[config.mk]
export PLATFORM = sky130hd
export DESIGN_NAME = wpd_top
export DESIGN_NICKNAME = d
export VERILOG_FILES = /design/src/design/wpd_sync.v /design/src/design/wpd_crc16.v /design/src/design/wpd_top.v
export VERILOG_INCLUDE_DIRS = /design/src /design/src/design
export SDC_FILE = /design/constraint.sdc
export NUM_CORES = 1
export LEC_CHECK = 0
export BUFFER_PORTS_ARGS = -buffer_cell sky130_fd_sc_hd__buf_2
export CELL_PAD_IN_SITES_DETAIL_PLACEMENT = 0
export CELL_PAD_IN_SITES_GLOBAL_PLACEMENT = 1
export CORE_AREA = 2 2 253 193
export DETAILED_ROUTE_END_ITERATION = 8
export DIE_AREA = 0 0 255 195
export PLACE_DENSITY_LB_ADDON = 0.1
export SLEW_MARGIN = 0
export SYNTH_ARGS = -nofsm -noshare
export SYNTH_HDL_FRONTEND = slang
export SYNTH_SLANG_ARGS = --single-unit
[constraint.sdc]
create_clock -name clk_i -period 12.6 [get_ports clk_i]
set_clock_uncertainty 0.2 [all_clocks]
set_input_delay 1.26 -clock clk_i [delete_from_list [all_inputs] [get_ports clk_i]]
set_output_delay 1.26 -clock clk_i [all_outputs]
set_load 0.02 [all_outputs]
[src/design/wpd_regs.vh]
// Register map, field positions and constants of the wake-up detector
`ifndef WPD_REGS_VH
`define WPD_REGS_VH

// ********************************
// Word indices (byte address = 4 * index)
// ********************************
`define WPD_IDX_CTRL 4'h0
`define WPD_IDX_ADDR_LO 4'h1
`define WPD_IDX_ADDR_HI 4'h2
`define WPD_IDX_MASK_BASE 4'h4
`define WPD_IDX_CMD 4'h8
`define WPD_IDX_OFFSET 4'h9
`define WPD_IDX_CRC01 4'ha
`define WPD_IDX_CRC23 4'hb

// ********************************
// Control and status fields
// ********************************
`define WPD_BIT_PAT_EN 0
`define WPD_BIT_FRM_EN 1
`define WPD_BIT_RPT_PME 2
`define WPD_BIT_PAT_RCV 4
`define WPD_BIT_FRM_RCV 5
`define WPD_BIT_SLEEP 8

// ********************************
// Filter fields
// ********************************
`define WPD_CMD_ENABLE 0
`define WPD_CMD_MCAST 3
`define WPD_CMD_W 4
`define WPD_OFS_W 8
`define WPD_CRC_W 16
`define WPD_MASK_LEN 31

// ********************************
// Pattern and CRC constants
// ********************************
`define WPD_SYNC_BYTE 8'hff
`define WPD_SYNC_LEN 3'h6
`define WPD_ADDR_LEN 3'h6
`define WPD_REPS 5'h10
`define WPD_HDR_LEN 11'h00c
`define WPD_CRC_POLY 16'h8005
`define WPD_CRC_INIT 16'hffff
`define WPD_POS_MAX 11'h7ff

`endif

[src/design/wpd_sync.v]
// Two-flop synchroniser for a level arriving from outside the clock domain
`timescale 1ns/1ps
module wpd_sync (
    // Clock and reset
    input wire clk_i,
    input wire rst_i,
    input wire ce_i,
    // Level
    input wire d_i,
    output reg q_o
);
    reg meta_ff;

    always @(posedge clk_i) begin
        if (rst_i) begin
            meta_ff <= 1'b0;
            q_o <= 1'b0;
        end else if (ce_i) begin
            meta_ff <= d_i;
            q_o <= meta_ff;
        end
    end
endmodule

[src/design/wpd_crc16.v]
// Byte-wise CRC-16 accumulator for one wake-up frame filter
`timescale 1ns/1ps
`include "wpd_regs.vh"
module wpd_crc16 (
    // Clock and reset
    input wire clk_i,
    input wire rst_i,
    input wire ce_i,
    // Byte stream
    input wire clr_i,
    input wire en_i,
    input wire [7:0] data_i,
    // Result
    output reg [15:0] crc_o
);
    reg [15:0] nxt_crc;
    reg fb;
    integer k;

    // MSB-first shift, one byte per cycle
    always @* begin
        nxt_crc = clr_i ? `WPD_CRC_INIT : crc_o;
        fb = 1'b0;
        if (en_i) begin
            for (k = 7; k >= 0; k = k - 1) begin
                fb = nxt_crc[15] ^ data_i[k];
                nxt_crc = {nxt_crc[14:0], 1'b0};
                if (fb) begin
                    nxt_crc = nxt_crc ^ `WPD_CRC_POLY;
                end
            end
        end
    end

    always @(posedge clk_i) begin
        if (rst_i) begin
            crc_o <= `WPD_CRC_INIT;
        end else if (ce_i) begin
            crc_o <= nxt_crc;
        end
    end
endmodule

[src/design/wpd_top.v]
// Wake-up frame filters and wake pattern detector with Wishbone registers
//
// Decided for this implementation: the Wishbone slave port and the register addresses.
`timescale 1ns/1ps
`include "wpd_regs.vh"
module wpd_top #(
    parameter NUM_FILT = 4,
    parameter POS_W = 11
) (
    // Clock, reset, clock enable
    input wire clk_i,
    input wire rst_i,
    input wire ce_i,
    // Wishbone slave
    input wire wb_cyc_i,
    input wire wb_stb_i,
    input wire wb_we_i,
    input wire [7:0] wb_adr_i,
    input wire [3:0] wb_sel_i,
    input wire [31:0] wb_dat_i,
    output reg [31:0] wb_dat_o,
    output reg wb_ack_o,
    // Receive byte stream from the MAC, same clock
    input wire rx_valid_i,
    input wire rx_sof_i,
    input wire rx_eof_i,
    input wire [7:0] rx_data_i,
    // Power state pin, light_sleep_state when high
    input wire light_sleep_i,
    // Reporting
    output reg irq_o,
    output reg power_event_o,
    output reg rx_suppress_o
);
    // ********************************
    // Registers
    // ********************************
    reg pat_en_ff;
    reg frm_en_ff;
    reg rpt_pme_ff;
    reg pat_rcv_ff;
    reg frm_rcv_ff;
    reg [47:0] station_ff;
    reg [30:0] mask_ff [0:NUM_FILT-1];
    reg [4*NUM_FILT-1:0] cmd_ff;
    reg [8*NUM_FILT-1:0] ofs_ff;
    reg [16*NUM_FILT-1:0] crc_exp_ff;
    wire sleep_s;
    integer i;
    wpd_sync u_sleep_sync (
        .clk_i(clk_i),
        .rst_i(rst_i),
        .ce_i(ce_i),
        .d_i(light_sleep_i),
        .q_o(sleep_s)
    );

    // Light sleep overrides both enables
    wire pat_act = pat_en_ff | sleep_s;
    wire frm_act = frm_en_ff | sleep_s;

    // ********************************
    // Wishbone slave, one wait state
    // ********************************
    wire wb_req = wb_cyc_i & wb_stb_i;
    wire [3:0] widx = wb_adr_i[5:2];
    wire wb_hit = wb_req & ~wb_ack_o;
    wire wr_now = wb_hit & wb_we_i;
    wire in_mask = (widx >= `WPD_IDX_MASK_BASE) &&
        (widx < `WPD_IDX_MASK_BASE + NUM_FILT) && (wb_adr_i[7:6] == 2'h0);
    wire [1:0] midx = widx[1:0];
    wire reg_sel = (wb_adr_i[7:6] == 2'h0);

    function [31:0] merge;
        input [31:0] old;
        input [31:0] nw;
        input [3:0] sel;
        integer b;
        begin
            merge = old;
            for (b = 0; b < 4; b = b + 1) begin
                if (sel[b]) begin
                    merge[8*b +: 8] = nw[8*b +: 8];
                end
            end
        end
    endfunction

    wire [31:0] ctrl_rd = {23'h000000, sleep_s, 2'h0, frm_rcv_ff,
        pat_rcv_ff, 1'b0, rpt_pme_ff, frm_en_ff, pat_en_ff};
    reg [31:0] rd_data;
    always @* begin
        rd_data = 32'h00000000;
        if (in_mask) begin
            rd_data = {1'b0, mask_ff[midx]};
        end else if (reg_sel) begin
            case (widx)
                `WPD_IDX_CTRL: rd_data = ctrl_rd;
                `WPD_IDX_ADDR_LO: rd_data = station_ff[31:0];
                `WPD_IDX_ADDR_HI: rd_data = {16'h0000, station_ff[47:32]};
                `WPD_IDX_CMD: rd_data = {16'h0000, cmd_ff};
                `WPD_IDX_OFFSET: rd_data = ofs_ff;
                `WPD_IDX_CRC01: rd_data = crc_exp_ff[31:0];
                `WPD_IDX_CRC23: rd_data = crc_exp_ff[63:32];
                default: rd_data = 32'h00000000;
            endcase
        end
    end

    // ********************************
    // Receive position tracking
    // ********************************
    reg [POS_W-1:0] pos_ff;
    reg da_own_ff;
    reg da_bcast_ff;
    reg da_mcast_ff;
    reg eof_d_ff;
    wire [POS_W-1:0] pos = rx_sof_i ? {POS_W{1'b0}} : pos_ff;
    wire byte_v = rx_valid_i;
    wire [2:0] da_i = pos[2:0];
    wire da_byte = byte_v && (pos < `WPD_ADDR_LEN);
    wire own_b = (rx_data_i == station_ff[8*da_i +: 8]);
    wire bc_b = (rx_data_i == `WPD_SYNC_BYTE);
    wire own_acc = rx_sof_i ? 1'b1 : da_own_ff;
    wire bc_acc = rx_sof_i ? 1'b1 : da_bcast_ff;

    always @(posedge clk_i) begin
        if (rst_i) begin
            pos_ff <= {POS_W{1'b0}};
            da_own_ff <= 1'b0;
            da_bcast_ff <= 1'b0;
            da_mcast_ff <= 1'b0;
            eof_d_ff <= 1'b0;
        end else if (ce_i) begin
            eof_d_ff <= byte_v & rx_eof_i;
            if (byte_v) begin
                if (pos != `WPD_POS_MAX) begin
                    pos_ff <= pos + 1'b1;
                end
                if (da_byte) begin
                    da_own_ff <= own_acc & own_b;
                    da_bcast_ff <= bc_acc & bc_b;
                end
                if (rx_sof_i) begin
                    da_mcast_ff <= rx_data_i[0];
                end
            end
        end
    end
    wire is_mcast = da_mcast_ff & ~da_bcast_ff;

    // ********************************
    // Wake-up frame filters
    // ********************************
    wire [NUM_FILT-1:0] filt_hit;
    genvar g;
    generate
        for (g = 0; g < NUM_FILT; g = g + 1) begin : g_filt
            wire [15:0] crc_cur;
            wire [POS_W-1:0] ofs = {{(POS_W-`WPD_OFS_W){1'b0}},
                ofs_ff[8*g +: 8]};
            wire [POS_W-1:0] rel = pos - ofs;
            wire in_win = (pos >= ofs) && (rel < `WPD_MASK_LEN) &&
                mask_ff[g][rel[4:0]];
            wire [3:0] cmd = cmd_ff[4*g +: 4];
            wire type_ok = cmd[`WPD_CMD_MCAST] ? is_mcast :
                da_own_ff;

            wpd_crc16 u_crc (
                .clk_i(clk_i),
                .rst_i(rst_i),
                .ce_i(ce_i),
                .clr_i(byte_v & rx_sof_i),
                .en_i(byte_v & in_win),
                .data_i(rx_data_i),
                .crc_o(crc_cur)
            );

            assign filt_hit[g] = eof_d_ff & frm_act & cmd[`WPD_CMD_ENABLE] &
                type_ok & (crc_cur == crc_exp_ff[16*g +: 16]);
        end
    endgenerate

    // ********************************
    // Wake pattern search
    // ********************************
    localparam ST_HDR = 4'h1;
    localparam ST_SYNC = 4'h2;
    localparam ST_REP = 4'h4;
    localparam ST_DONE = 4'h8;
    reg [3:0] st_ff;
    reg [2:0] ffcnt_ff;
    reg [2:0] aidx_ff;
    reg [4:0] rep_ff;
    wire [7:0] exp_b = station_ff[8*aidx_ff +: 8];
    wire is_ff = (rx_data_i == `WPD_SYNC_BYTE);
    wire sync_full = (ffcnt_ff == `WPD_SYNC_LEN);
    // Own, broadcast or multicast destination may carry the pattern
    wire dest_ok = da_own_ff | da_bcast_ff | is_mcast;
    wire pat_hit = eof_d_ff & pat_act & (st_ff == ST_DONE) & dest_ok;

    always @(posedge clk_i) begin
        if (rst_i) begin
            st_ff <= ST_HDR;
            ffcnt_ff <= 3'h0;
            aidx_ff <= 3'h0;
            rep_ff <= 5'h00;
        end else if (ce_i && byte_v) begin
            if (rx_sof_i) begin
                st_ff <= ST_HDR;
                ffcnt_ff <= 3'h0;
            end else begin
                case (st_ff)
                    ST_HDR: begin
                        // Sync search starts after both addresses
                        if (pos == `WPD_HDR_LEN - 1'b1) begin
                            st_ff <= ST_SYNC;
                        end
                    end
                    ST_SYNC: begin
                        if (is_ff) begin
                            if (!sync_full) begin
                                ffcnt_ff <= ffcnt_ff + 1'b1;
                            end
                        end else if (sync_full &&
                                rx_data_i == station_ff[7:0]) begin
                            st_ff <= ST_REP;
                            aidx_ff <= 3'h1;
                            rep_ff <= 5'h00;
                        end else begin
                            ffcnt_ff <= 3'h0;
                        end
                    end
                    ST_REP: begin
                        if (rx_data_i != exp_b) begin
                            // A stray byte may itself open a new sync run
                            st_ff <= ST_SYNC;
                            ffcnt_ff <= is_ff ? 3'h1 : 3'h0;
                        end else if (aidx_ff == `WPD_ADDR_LEN - 1'b1) begin
                            aidx_ff <= 3'h0;
                            rep_ff <= rep_ff + 1'b1;
                            if (rep_ff == `WPD_REPS - 1'b1) begin
                                st_ff <= ST_DONE;
                            end
                        end else begin
                            aidx_ff <= aidx_ff + 1'b1;
                        end
                    end
                    ST_DONE: st_ff <= ST_DONE;
                    default: st_ff <= ST_HDR;
                endcase
            end
        end
    end

    // ********************************
    // Register writes, status and outputs
    // ********************************
    wire [31:0] wr_data = merge(rd_data, wb_dat_i, wb_sel_i);
    wire ctrl_wr = wr_now && reg_sel && (widx == `WPD_IDX_CTRL);

    always @(posedge clk_i) begin
        if (rst_i) begin
            wb_ack_o <= 1'b0;
            wb_dat_o <= 32'h00000000;
            pat_en_ff <= 1'b0;
            frm_en_ff <= 1'b0;
            rpt_pme_ff <= 1'b0;
            pat_rcv_ff <= 1'b0;
            frm_rcv_ff <= 1'b0;
            station_ff <= 48'h000000000000;
            cmd_ff <= {4*NUM_FILT{1'b0}};
            ofs_ff <= {8*NUM_FILT{1'b0}};
            crc_exp_ff <= {16*NUM_FILT{1'b0}};
            for (i = 0; i < NUM_FILT; i = i + 1) begin
                mask_ff[i] <= 31'h00000000;
            end
            irq_o <= 1'b0;
            power_event_o <= 1'b0;
            rx_suppress_o <= 1'b0;
        end else if (ce_i) begin
            wb_ack_o <= wb_hit;
            if (wb_hit) begin
                wb_dat_o <= rd_data;
            end
            if (ctrl_wr) begin
                pat_en_ff <= wr_data[`WPD_BIT_PAT_EN];
                frm_en_ff <= wr_data[`WPD_BIT_FRM_EN];
                rpt_pme_ff <= wr_data[`WPD_BIT_RPT_PME];
            end
            // Write one to clear; a detection in the same cycle wins
            pat_rcv_ff <= pat_hit | (pat_rcv_ff & ~(ctrl_wr &
                wb_sel_i[0] & wb_dat_i[`WPD_BIT_PAT_RCV]));
            frm_rcv_ff <= (|filt_hit) | (frm_rcv_ff & ~(ctrl_wr &
                wb_sel_i[0] & wb_dat_i[`WPD_BIT_FRM_RCV]));
            // Merging over the read value keeps unselected byte lanes
            if (wr_now && reg_sel) begin
                case (widx)
                    `WPD_IDX_ADDR_LO: station_ff[31:0] <= wr_data;
                    `WPD_IDX_ADDR_HI: station_ff[47:32] <= wr_data[15:0];
                    `WPD_IDX_CMD: cmd_ff <= wr_data[15:0];
                    `WPD_IDX_OFFSET: ofs_ff <= wr_data;
                    `WPD_IDX_CRC01: crc_exp_ff[31:0] <= wr_data;
                    `WPD_IDX_CRC23: crc_exp_ff[63:32] <= wr_data;
                    default: begin
                    end
                endcase
            end
            if (wr_now && in_mask) begin
                mask_ff[midx] <= wr_data[30:0]; // Bit 31 reads zero
            end
            // Status stays visible until software clears it
            irq_o <= ~rpt_pme_ff & (pat_rcv_ff | frm_rcv_ff);
            power_event_o <= rpt_pme_ff & (pat_rcv_ff | frm_rcv_ff);
            rx_suppress_o <= pat_en_ff;
        end
    end
endmodule

==> results.sh, run 1 <==
export IMPL_core_rowCount=69
export IMPL_min_period_over_period_pct=46.7
export IMPL_die_area_sq_mm=0.0497
export IMPL_max_cap_violations=0
export IMPL_dr_total_vias=21200
export IMPL_start_util_pct=51.8
export IMPL_synth_area_sq_mm=0.0244
export IMPL_ys_async_sr_fraction_pct=0
export IMPL_htreeDepth=2
export IMPL_grt_pass1_wl_microns=130000
export IMPL_max_slew_margin_rel_pct=18.7
export IMPL_fill_cells=4206
export IMPL_place_congestion=1.03
export IMPL_tightestPinTransition_ps=1220
export IMPL_core_area_sq_mm=0.0471
export IMPL_end_kind="register"
export IMPL_crit_fanout=20
export IMPL_gr_usage_all_layers_pct=35.4
export IMPL_cts_sinks=421
export IMPL_required_ps=12860
export IMPL_final_layout_size_suffix_gt1_share_pct=13.0
export IMPL_syn_to_final_growth_pct=9.25
export IMPL_synth_yosys_warnings=0
export IMPL_power_density_mw_per_mm2=116
export IMPL_cts_repair_resized=0
export IMPL_final_nets=2790
export IMPL_fin_ws_ps=6720
export IMPL_min_period_ps=5880
export IMPL_status="completed"
export IMPL_ys_seq_elements=421
export IMPL_insertion_delay_ps=610
export IMPL_start_kind="input pin"
export IMPL_grt_setup_unrepaired="false"
export IMPL_io_pins=98
export IMPL_viasPerCell=6.31
export IMPL_seqPwrFrac_pct=46.6
export IMPL_switchingPower_w=0.000818
export IMPL_grt_max_degree=182
export IMPL_drc_errors=0
export IMPL_drt_total_wl_microns=88400
export IMPL_grt_antenna_before_repair=4
export IMPL_synth_area_per_cell_sq_um=8.93
export IMPL_comb_power_share_pct=10.4
export IMPL_synth_cell_types=85
export IMPL_cts_made_buffers=44
export IMPL_post_cts_buffers=0
export IMPL_die_y_microns=195
export IMPL_clk_path_buf_depth=3
export IMPL_synth_seq_area_share_pct=39.7
export IMPL_vdd_drop_max_mv=0.0992
export IMPL_cts_root_buf="clkbuf_16"
export IMPL_path_class="input pin to register"
export IMPL_drt_antenna_violating_nets=0
export IMPL_grt_pass1_vias=19700
export IMPL_grt_ovfl_total=0
export IMPL_setup_viol=0
export IMPL_dp_hpwl_microns=65100
export IMPL_wl_per_cell_microns=26.3
export IMPL_clock_power_share_pct=43.0
export IMPL_p_int_w=0.00227
export IMPL_dr_pass1_iters=5
export IMPL_cts_hold_buffers=0
export IMPL_multi_input_comb_area_sq_mm=0.0136
export IMPL_clk_pin_slew_ps=70
export IMPL_die_w_microns=255
export IMPL_final_util_pct=56.6
export IMPL_leakage_nw=9.04
export IMPL_seq_area_sq_mm=0.00967
export IMPL_drv_slew=0
export IMPL_ys_dominant_reg_cell="dfxtp_1"
export IMPL_switching_share_pct=26.5
export IMPL_hold_viol_final=0
export IMPL_synth_edf_count=124
export IMPL_max_freq_mhz=170
export IMPL_worst_ep_arrival_time_ps=6140
export IMPL_finalSetupTns_ps=0
export IMPL_numPortBuffers=95
export IMPL_tritoncts="built"
export IMPL_syn_inst=2728
export IMPL_synth_nets=2827
export IMPL_drtIter0Drc=2796
export IMPL_place_ws_ps=6270
export IMPL_worst_hold_path_type="register to register"
power groups by stage:
stage	clock, W	sequential (W)	combinational [W]
after floorplan	0	0.00147	0.000213
after global placement	0	0.00147	0.000311
after detailed placement	0	0.00147	0.000314
after CTS	0.00134	0.00144	0.000316
after global routing	0.00139	0.00144	0.000341
final	0.00133	0.00144	0.000322
cell usage in the layout (no fill, tap or decap), types with 18 or more instances in the layout:
| cell | instances |
|---|---|
| mux2i_1 | 117 |
| nor2b_1 | 20 |
| nor2_1 | 284 |
| buf_2 | 94 |
| nor3_1 | 41 |
| a21oi_1 | 249 |
| dfxtp_1 | 297 |
| edfxtp_1 | 124 |
| inv_1 | 69 |
| buf_4 | 43 |
| mux2_2 | 47 |
| xnor2_1 | 129 |
| nand4_1 | 23 |
| a211oi_1 | 43 |
| a22oi_1 | 82 |
| a31oi_1 | 23 |
| nand2_1 | 425 |
| ha_1 | 33 |
| mux4_2 | 65 |
| o21ai_0 | 41 |
| xor2_1 | 91 |
| clkbuf_16 | 44 |
| nand3_1 | 18 |
area by class of cell:
cell class,instances,area share [%]
clock inverter,20,0.715
inverter,73,1.03
timing repair buffer,139,3.11
multi-input combinational,2012,51.1
tap,639,3.00
antenna,1,0.00940
clock buffer,58,4.67
sequential,421,36.3
Yosys cell counts, types with 18 or more instances:
library cell / n / area [sq um]
inv_1: 69 / 259
edfxtp_1: 124 / 3720
nand4_1: 23 / 144
clkbuf_1: 173 / 649
a21oi_1: 249 / 1250
a211oi_1: 43 / 323
buf_1: 18 / 67.6
xor2_1: 91 / 797
a31oi_1: 23 / 144
nor2_1: 287 / 1080
a22oi_1: 82 / 616
mux2i_1: 117 / 1170
buf_2: 25 / 125
nor2b_1: 21 / 131
nand3_1: 18 / 90.1
mux2_2: 47 / 529
nand2_1: 425 / 1600
xnor2_1: 129 / 1130
dfxtp_1: 297 / 5950
mux4_2: 65 / 1460
o21ai_0: 44 / 220
nor3_1: 45 / 225
ha_1: 33 / 413
metrics by stage:
| step | power (W) | hold WS [ps] | instance area, sq um | instances |
|---|---|---|---|---|
| 2_1_floorplan | 0.00168 | 236 | 24400 | 2728 |
| 3_3_place_gp | 0.00178 | 241 | 25200 | 3284 |
| 3_5_place_dp | 0.00178 | 249 | 25200 | 3284 |
| 4_1_cts | 0.00310 | 258 | 26600 | 3362 |
| 5_1_grt | 0.00318 | 271 | 26600 | 3362 |
| 6_report | 0.00309 | 260 | 26600 | 3363 |
sequential cells by signal (all words and copies together), names as in the netlist, 3 cells and up:
| name | cells |
|---|---|
| pos_ff | 11 |
| st_ff | 4 |
| mask_ff | 124 |
| ffcnt_ff | 3 |
| station_ff | 48 |
| g_filt.u_crc.crc_o | 64 |
| cmd_ff | 16 |
| aidx_ff | 3 |
| ofs_ff | 32 |
| wb_dat_o | 32 |
| rep_ff | 5 |
| crc_exp_ff | 64 |
logic make-up (layout without fill, tap and decap cells):
group                      count (synthesis)  in the layout  synth area share [%]
other                                      0              1                     0
and+or+nand+nor                          941            941                  17.0
xor gates and xnor gates                 224            224                  8.18
AOI/OAI and AO/OA                        576            576                  15.1
muxes                                    229            229                  13.0
buffers and inverters                    295            290                  4.79
DFF                                      421            421                  39.7
adders and majority gates                 42             42                  2.23
worst paths after layout:
path | cells after the start | to | slack [ps] | start
min reg2reg | 2 | cmd_ff[10] | 260 | cmd_ff[10]
min | 2 | cmd_ff[10] | 260 | cmd_ff[10]
max reg2reg | 13 | g_filt[0].u_crc.crc_o[3] | 7060 | pos_ff[0]
max | 13 | g_filt[0].u_crc.crc_o[3] | 6720 | rx_sof_i
critical path, stage by stage:
cell and delay [ps]:
buf_2 250, nor2b_2 150, buf_4 320, inv_1 220
ha_1 260, fa_1 440, xnor2_1 770, mux2i_1 390
a211o_1 370, o21ai_0 230, nor4b_2 610, nand3_1 530
o32a_1 320
layer usage:
metal  wire length [microns]  vias to the layer above  GRT usage (%)
met5                      14                        -              0
met4                    2640                        2           10.9
met3                   10800                      128           8.54
met2                   36200                     1163           49.2
met1                   38800                    10400           53.8
li1                        -                     9577              -
Note: power is estimated with default switching activity, not from simulation.
==> run 2: changes to the inputs <==
--- a/config.mk
+++ b/config.mk
@@ -6,12 +6,13 @@
 export SDC_FILE = /design/constraint.sdc
 export NUM_CORES = 1
 export LEC_CHECK = 0
+export ABC_AREA = 1
 export BUFFER_PORTS_ARGS = -buffer_cell sky130_fd_sc_hd__buf_2
 export CELL_PAD_IN_SITES_DETAIL_PLACEMENT = 0
 export CELL_PAD_IN_SITES_GLOBAL_PLACEMENT = 1
-export CORE_AREA = 2 2 253 193
+export CORE_AREA = 2 2 291 221
 export DETAILED_ROUTE_END_ITERATION = 8
-export DIE_AREA = 0 0 255 195
+export DIE_AREA = 0 0 293 223
 export PLACE_DENSITY_LB_ADDON = 0.1
 export SLEW_MARGIN = 0
 export SYNTH_ARGS = -nofsm -noshare
==> constraint.sdc (replaced) <==
create_clock -name clk_i -period 4.7 [get_ports clk_i]
set_clock_uncertainty 0.2 [all_clocks]
set_input_delay 0.47 -clock clk_i [delete_from_list [all_inputs] [get_ports clk_i]]
set_output_delay 0.47 -clock clk_i [all_outputs]
set_load 0.02 [all_outputs]
==> results.sh, run 2 <==
export IMPL_insertion_delay_ps=610
export IMPL_core_rowCount=80
export IMPL_status="completed"
export IMPL_synth_nets=3811
export IMPL_grt_pass1_vias=24100
export IMPL_post_cts_buffers=0
export IMPL_grt_setup_unrepaired="false"
export IMPL_final_nets=3888
export IMPL_syn_to_final_growth_pct=13.9
export IMPL_grt_ovfl_total=0
export IMPL_start_util_pct=40.5
export IMPL_regMostFlops="mask_ff"
export IMPL_cts_sinks=421
export IMPL_max_freq_mhz=228
export IMPL_seq_area_sq_mm=0.00967
export IMPL_path_buf_inv=4
export IMPL_leakage_nw=12.7
export IMPL_worst_ep_arrival_time_ps=4690
export IMPL_hold_viol_final=0
export IMPL_drv_slew=0
export IMPL_fill_cells=6483
export IMPL_crit_chain="nand2_1 -> buf_4 -> ha_1 -> fa_1 -> inv_1 -> buf_4 -> a21oi_1 -> o21ai_0 -> nand2_1 -> nand2_1 -> nand2_1 -> nand2_1 -> nand3_1 -> nand2_1 -> nand4_1 -> nor2_4 -> buf_4 -> nand2_1 -> nand3_1 -> nand2_1"
export IMPL_dr_total_vias=26100
export IMPL_cpLargestDelayFamily="simple AND/OR/NAND/NOR gates"
export IMPL_max_slew_margin_rel_pct=25.5
export IMPL_synth_area_sq_mm=0.0254
export IMPL_cp_slowest_cell="fa_1"
export IMPL_dp_hpwl_microns=81900
export IMPL_tightestPinTransition_ps=1110
export IMPL_dr_pass1_iters=6
export IMPL_multi_input_comb_area_sq_mm=0.0134
export IMPL_path_class="register to register"
export IMPL_grt_max_degree=99
export IMPL_most_common_layout_cells="nand2_1 (924), inv_1 (412), a21oi_1 (340)"
export IMPL_clk_pin_slew_ps=60
export IMPL_synth_seq_area_share_pct=38.0
export IMPL_viasPerCell=5.61
export IMPL_gr_usage_all_layers_pct=32.1
export IMPL_largest_register_ffs=124
export IMPL_start_kind="register"
export IMPL_layout_commonest_cell="nand2_1"
export IMPL_crit_fanout=16
export IMPL_ys_async_sr_fraction_pct=0
export IMPL_clk_path_buf_depth=3
export IMPL_drtIter0Drc=2755
export IMPL_setup_viol=0
export IMPL_hold_ws_ps=90.3
export IMPL_required_ps=5000
export IMPL_drc_errors=0
export IMPL_syn_inst=3712
export IMPL_final_layout_size_suffix_gt1_share_pct=9.54
export IMPL_die_area_sq_mm=0.0653
export IMPL_finalSetupTns_ps=0
export IMPL_htreeDepth=2
export IMPL_diodes=0
export IMPL_power_density_mw_per_mm2=338
export IMPL_worst_hold_path_type="input pin to register"
export IMPL_tritoncts="built"
export IMPL_vdd_drop_max_mv=0.225
export IMPL_cts_made_buffers=48
export IMPL_min_period_over_period_pct=93.3
export IMPL_top_regs="mask_ff x124, crc_exp_ff x64, g_filt.u_crc.crc_o x64"
export IMPL_synth_area_per_cell_sq_um=6.85
export IMPL_end_kind="register"
export IMPL_drt_antenna_violating_nets=0
export IMPL_drt_total_wl_microns=107000
export IMPL_cts_root_buf="clkbuf_16"
export IMPL_numPortBuffers=95
export IMPL_synth_most_common_cell="nand2_1"
export IMPL_core_area_sq_mm=0.0628
export IMPL_yosys_area_top_type="dfxtp_1"
export IMPL_synth_edf_count=124
export IMPL_ys_dominant_reg_cell="dfxtp_1"
export IMPL_min_period_ps=4390
export IMPL_wl_per_cell_microns=22.9
export IMPL_synth_top_area_share_pct=23.4
export IMPL_yosys_top_cells_area="dfxtp_1 (23%), edfxtp_1 (15%), nand2_1 (14%), a21oi_1 (6.7%), inv_1 (6.1%)"
export IMPL_max_cap_violations=0
export IMPL_io_pins=98
export IMPL_synth_yosys_warnings=0
export IMPL_die_w_microns=293
export IMPL_synth_cell_types=53
export IMPL_ys_seq_elements=421
export IMPL_place_congestion=0.970
export IMPL_path_common_cell="nand2_1"
export IMPL_die_y_microns=223
export IMPL_grt_pass1_wl_microns=156000
export IMPL_grt_antenna_before_repair=4
export IMPL_netlist_top_cells_count="nand2_1 (924), inv_1 (413), a21oi_1 (340)"
export IMPL_slowest_delay_ps=630
run 2: layer usage:
layer  GRT usage (%)  vias to the layer above  wire (microns)
met5            1.85                        -             180
li1                -                    12500               -
met1            47.0                    12300           49500
met4            9.08                        4            2890
met3            10.1                      143           12000
met2            44.4                     1159           42000
run 2: what timing repair did:
item	CTS	global route
gates resized for setup	0	0
hold endpoints to repair	2	0
hold buffers	2	0
run 2: final timing paths:
check | start | to | slack [ps] | cells past startpoint
hold / removal | wb_dat_i[2] | mask_ff[3][2] | 90 | 3
setup / recovery | pos_ff[0] | g_filt[1].u_crc.crc_o[15] | 310 | 20
setup reg to reg | pos_ff[0] | g_filt[1].u_crc.crc_o[15] | 310 | 20
hold reg to reg | g_filt[3].u_crc.crc_o[13] | g_filt[3].u_crc.crc_o[13] | 280 | 2
run 2: kinds of logic after synthesis:
logic type | count (synthesis) | share of synthesized area (%)
simple gates | 1640 | 27.1
compound gates | 847 | 18.5
buf+inv | 623 | 9.48
flops | 421 | 38.0
xor+xnor | 144 | 4.99
fa+ha+maj | 37 | 1.94
run 2: stage by stage:
stage          instance area [sq um]  utilization [%]  total power [W]  cells  worst slack [ps]
6_report                       29000             46.2          0.00979   4646               313
5_1_grt                        29000             46.2           0.0101   4646               142
4_1_cts                        29000             46.2          0.00980   4646               453
3_5_place_dp                   27200             43.3          0.00546   4557               376
3_3_place_gp                   27200             43.3          0.00545   4557               437
2_1_floorplan                  25400                -          0.00492   3712               474
run 2: cell type report:
type                       instances  share of cell area [%]
timing repair buffer             218                    4.98
clock inverter                    19                    1.22
sequential                       421                    33.4
clock buffer                      68                    4.97
tap                              820                    3.54
inverter                         432                    5.61
multi-input combinational       2668                    46.3
run 2: tightest hold or removal path, cell delays in order:
cell     delay, ps
buf_2          100
o21ai_1         70
nor2_1         120
run 2: where the power goes:
part	internal (W)	switching, W	total (W)
sequential	0.00384	0.0000853	0.00392
combinational	0.000447	0.00105	0.00150
clock	0.00267	0.00169	0.00437
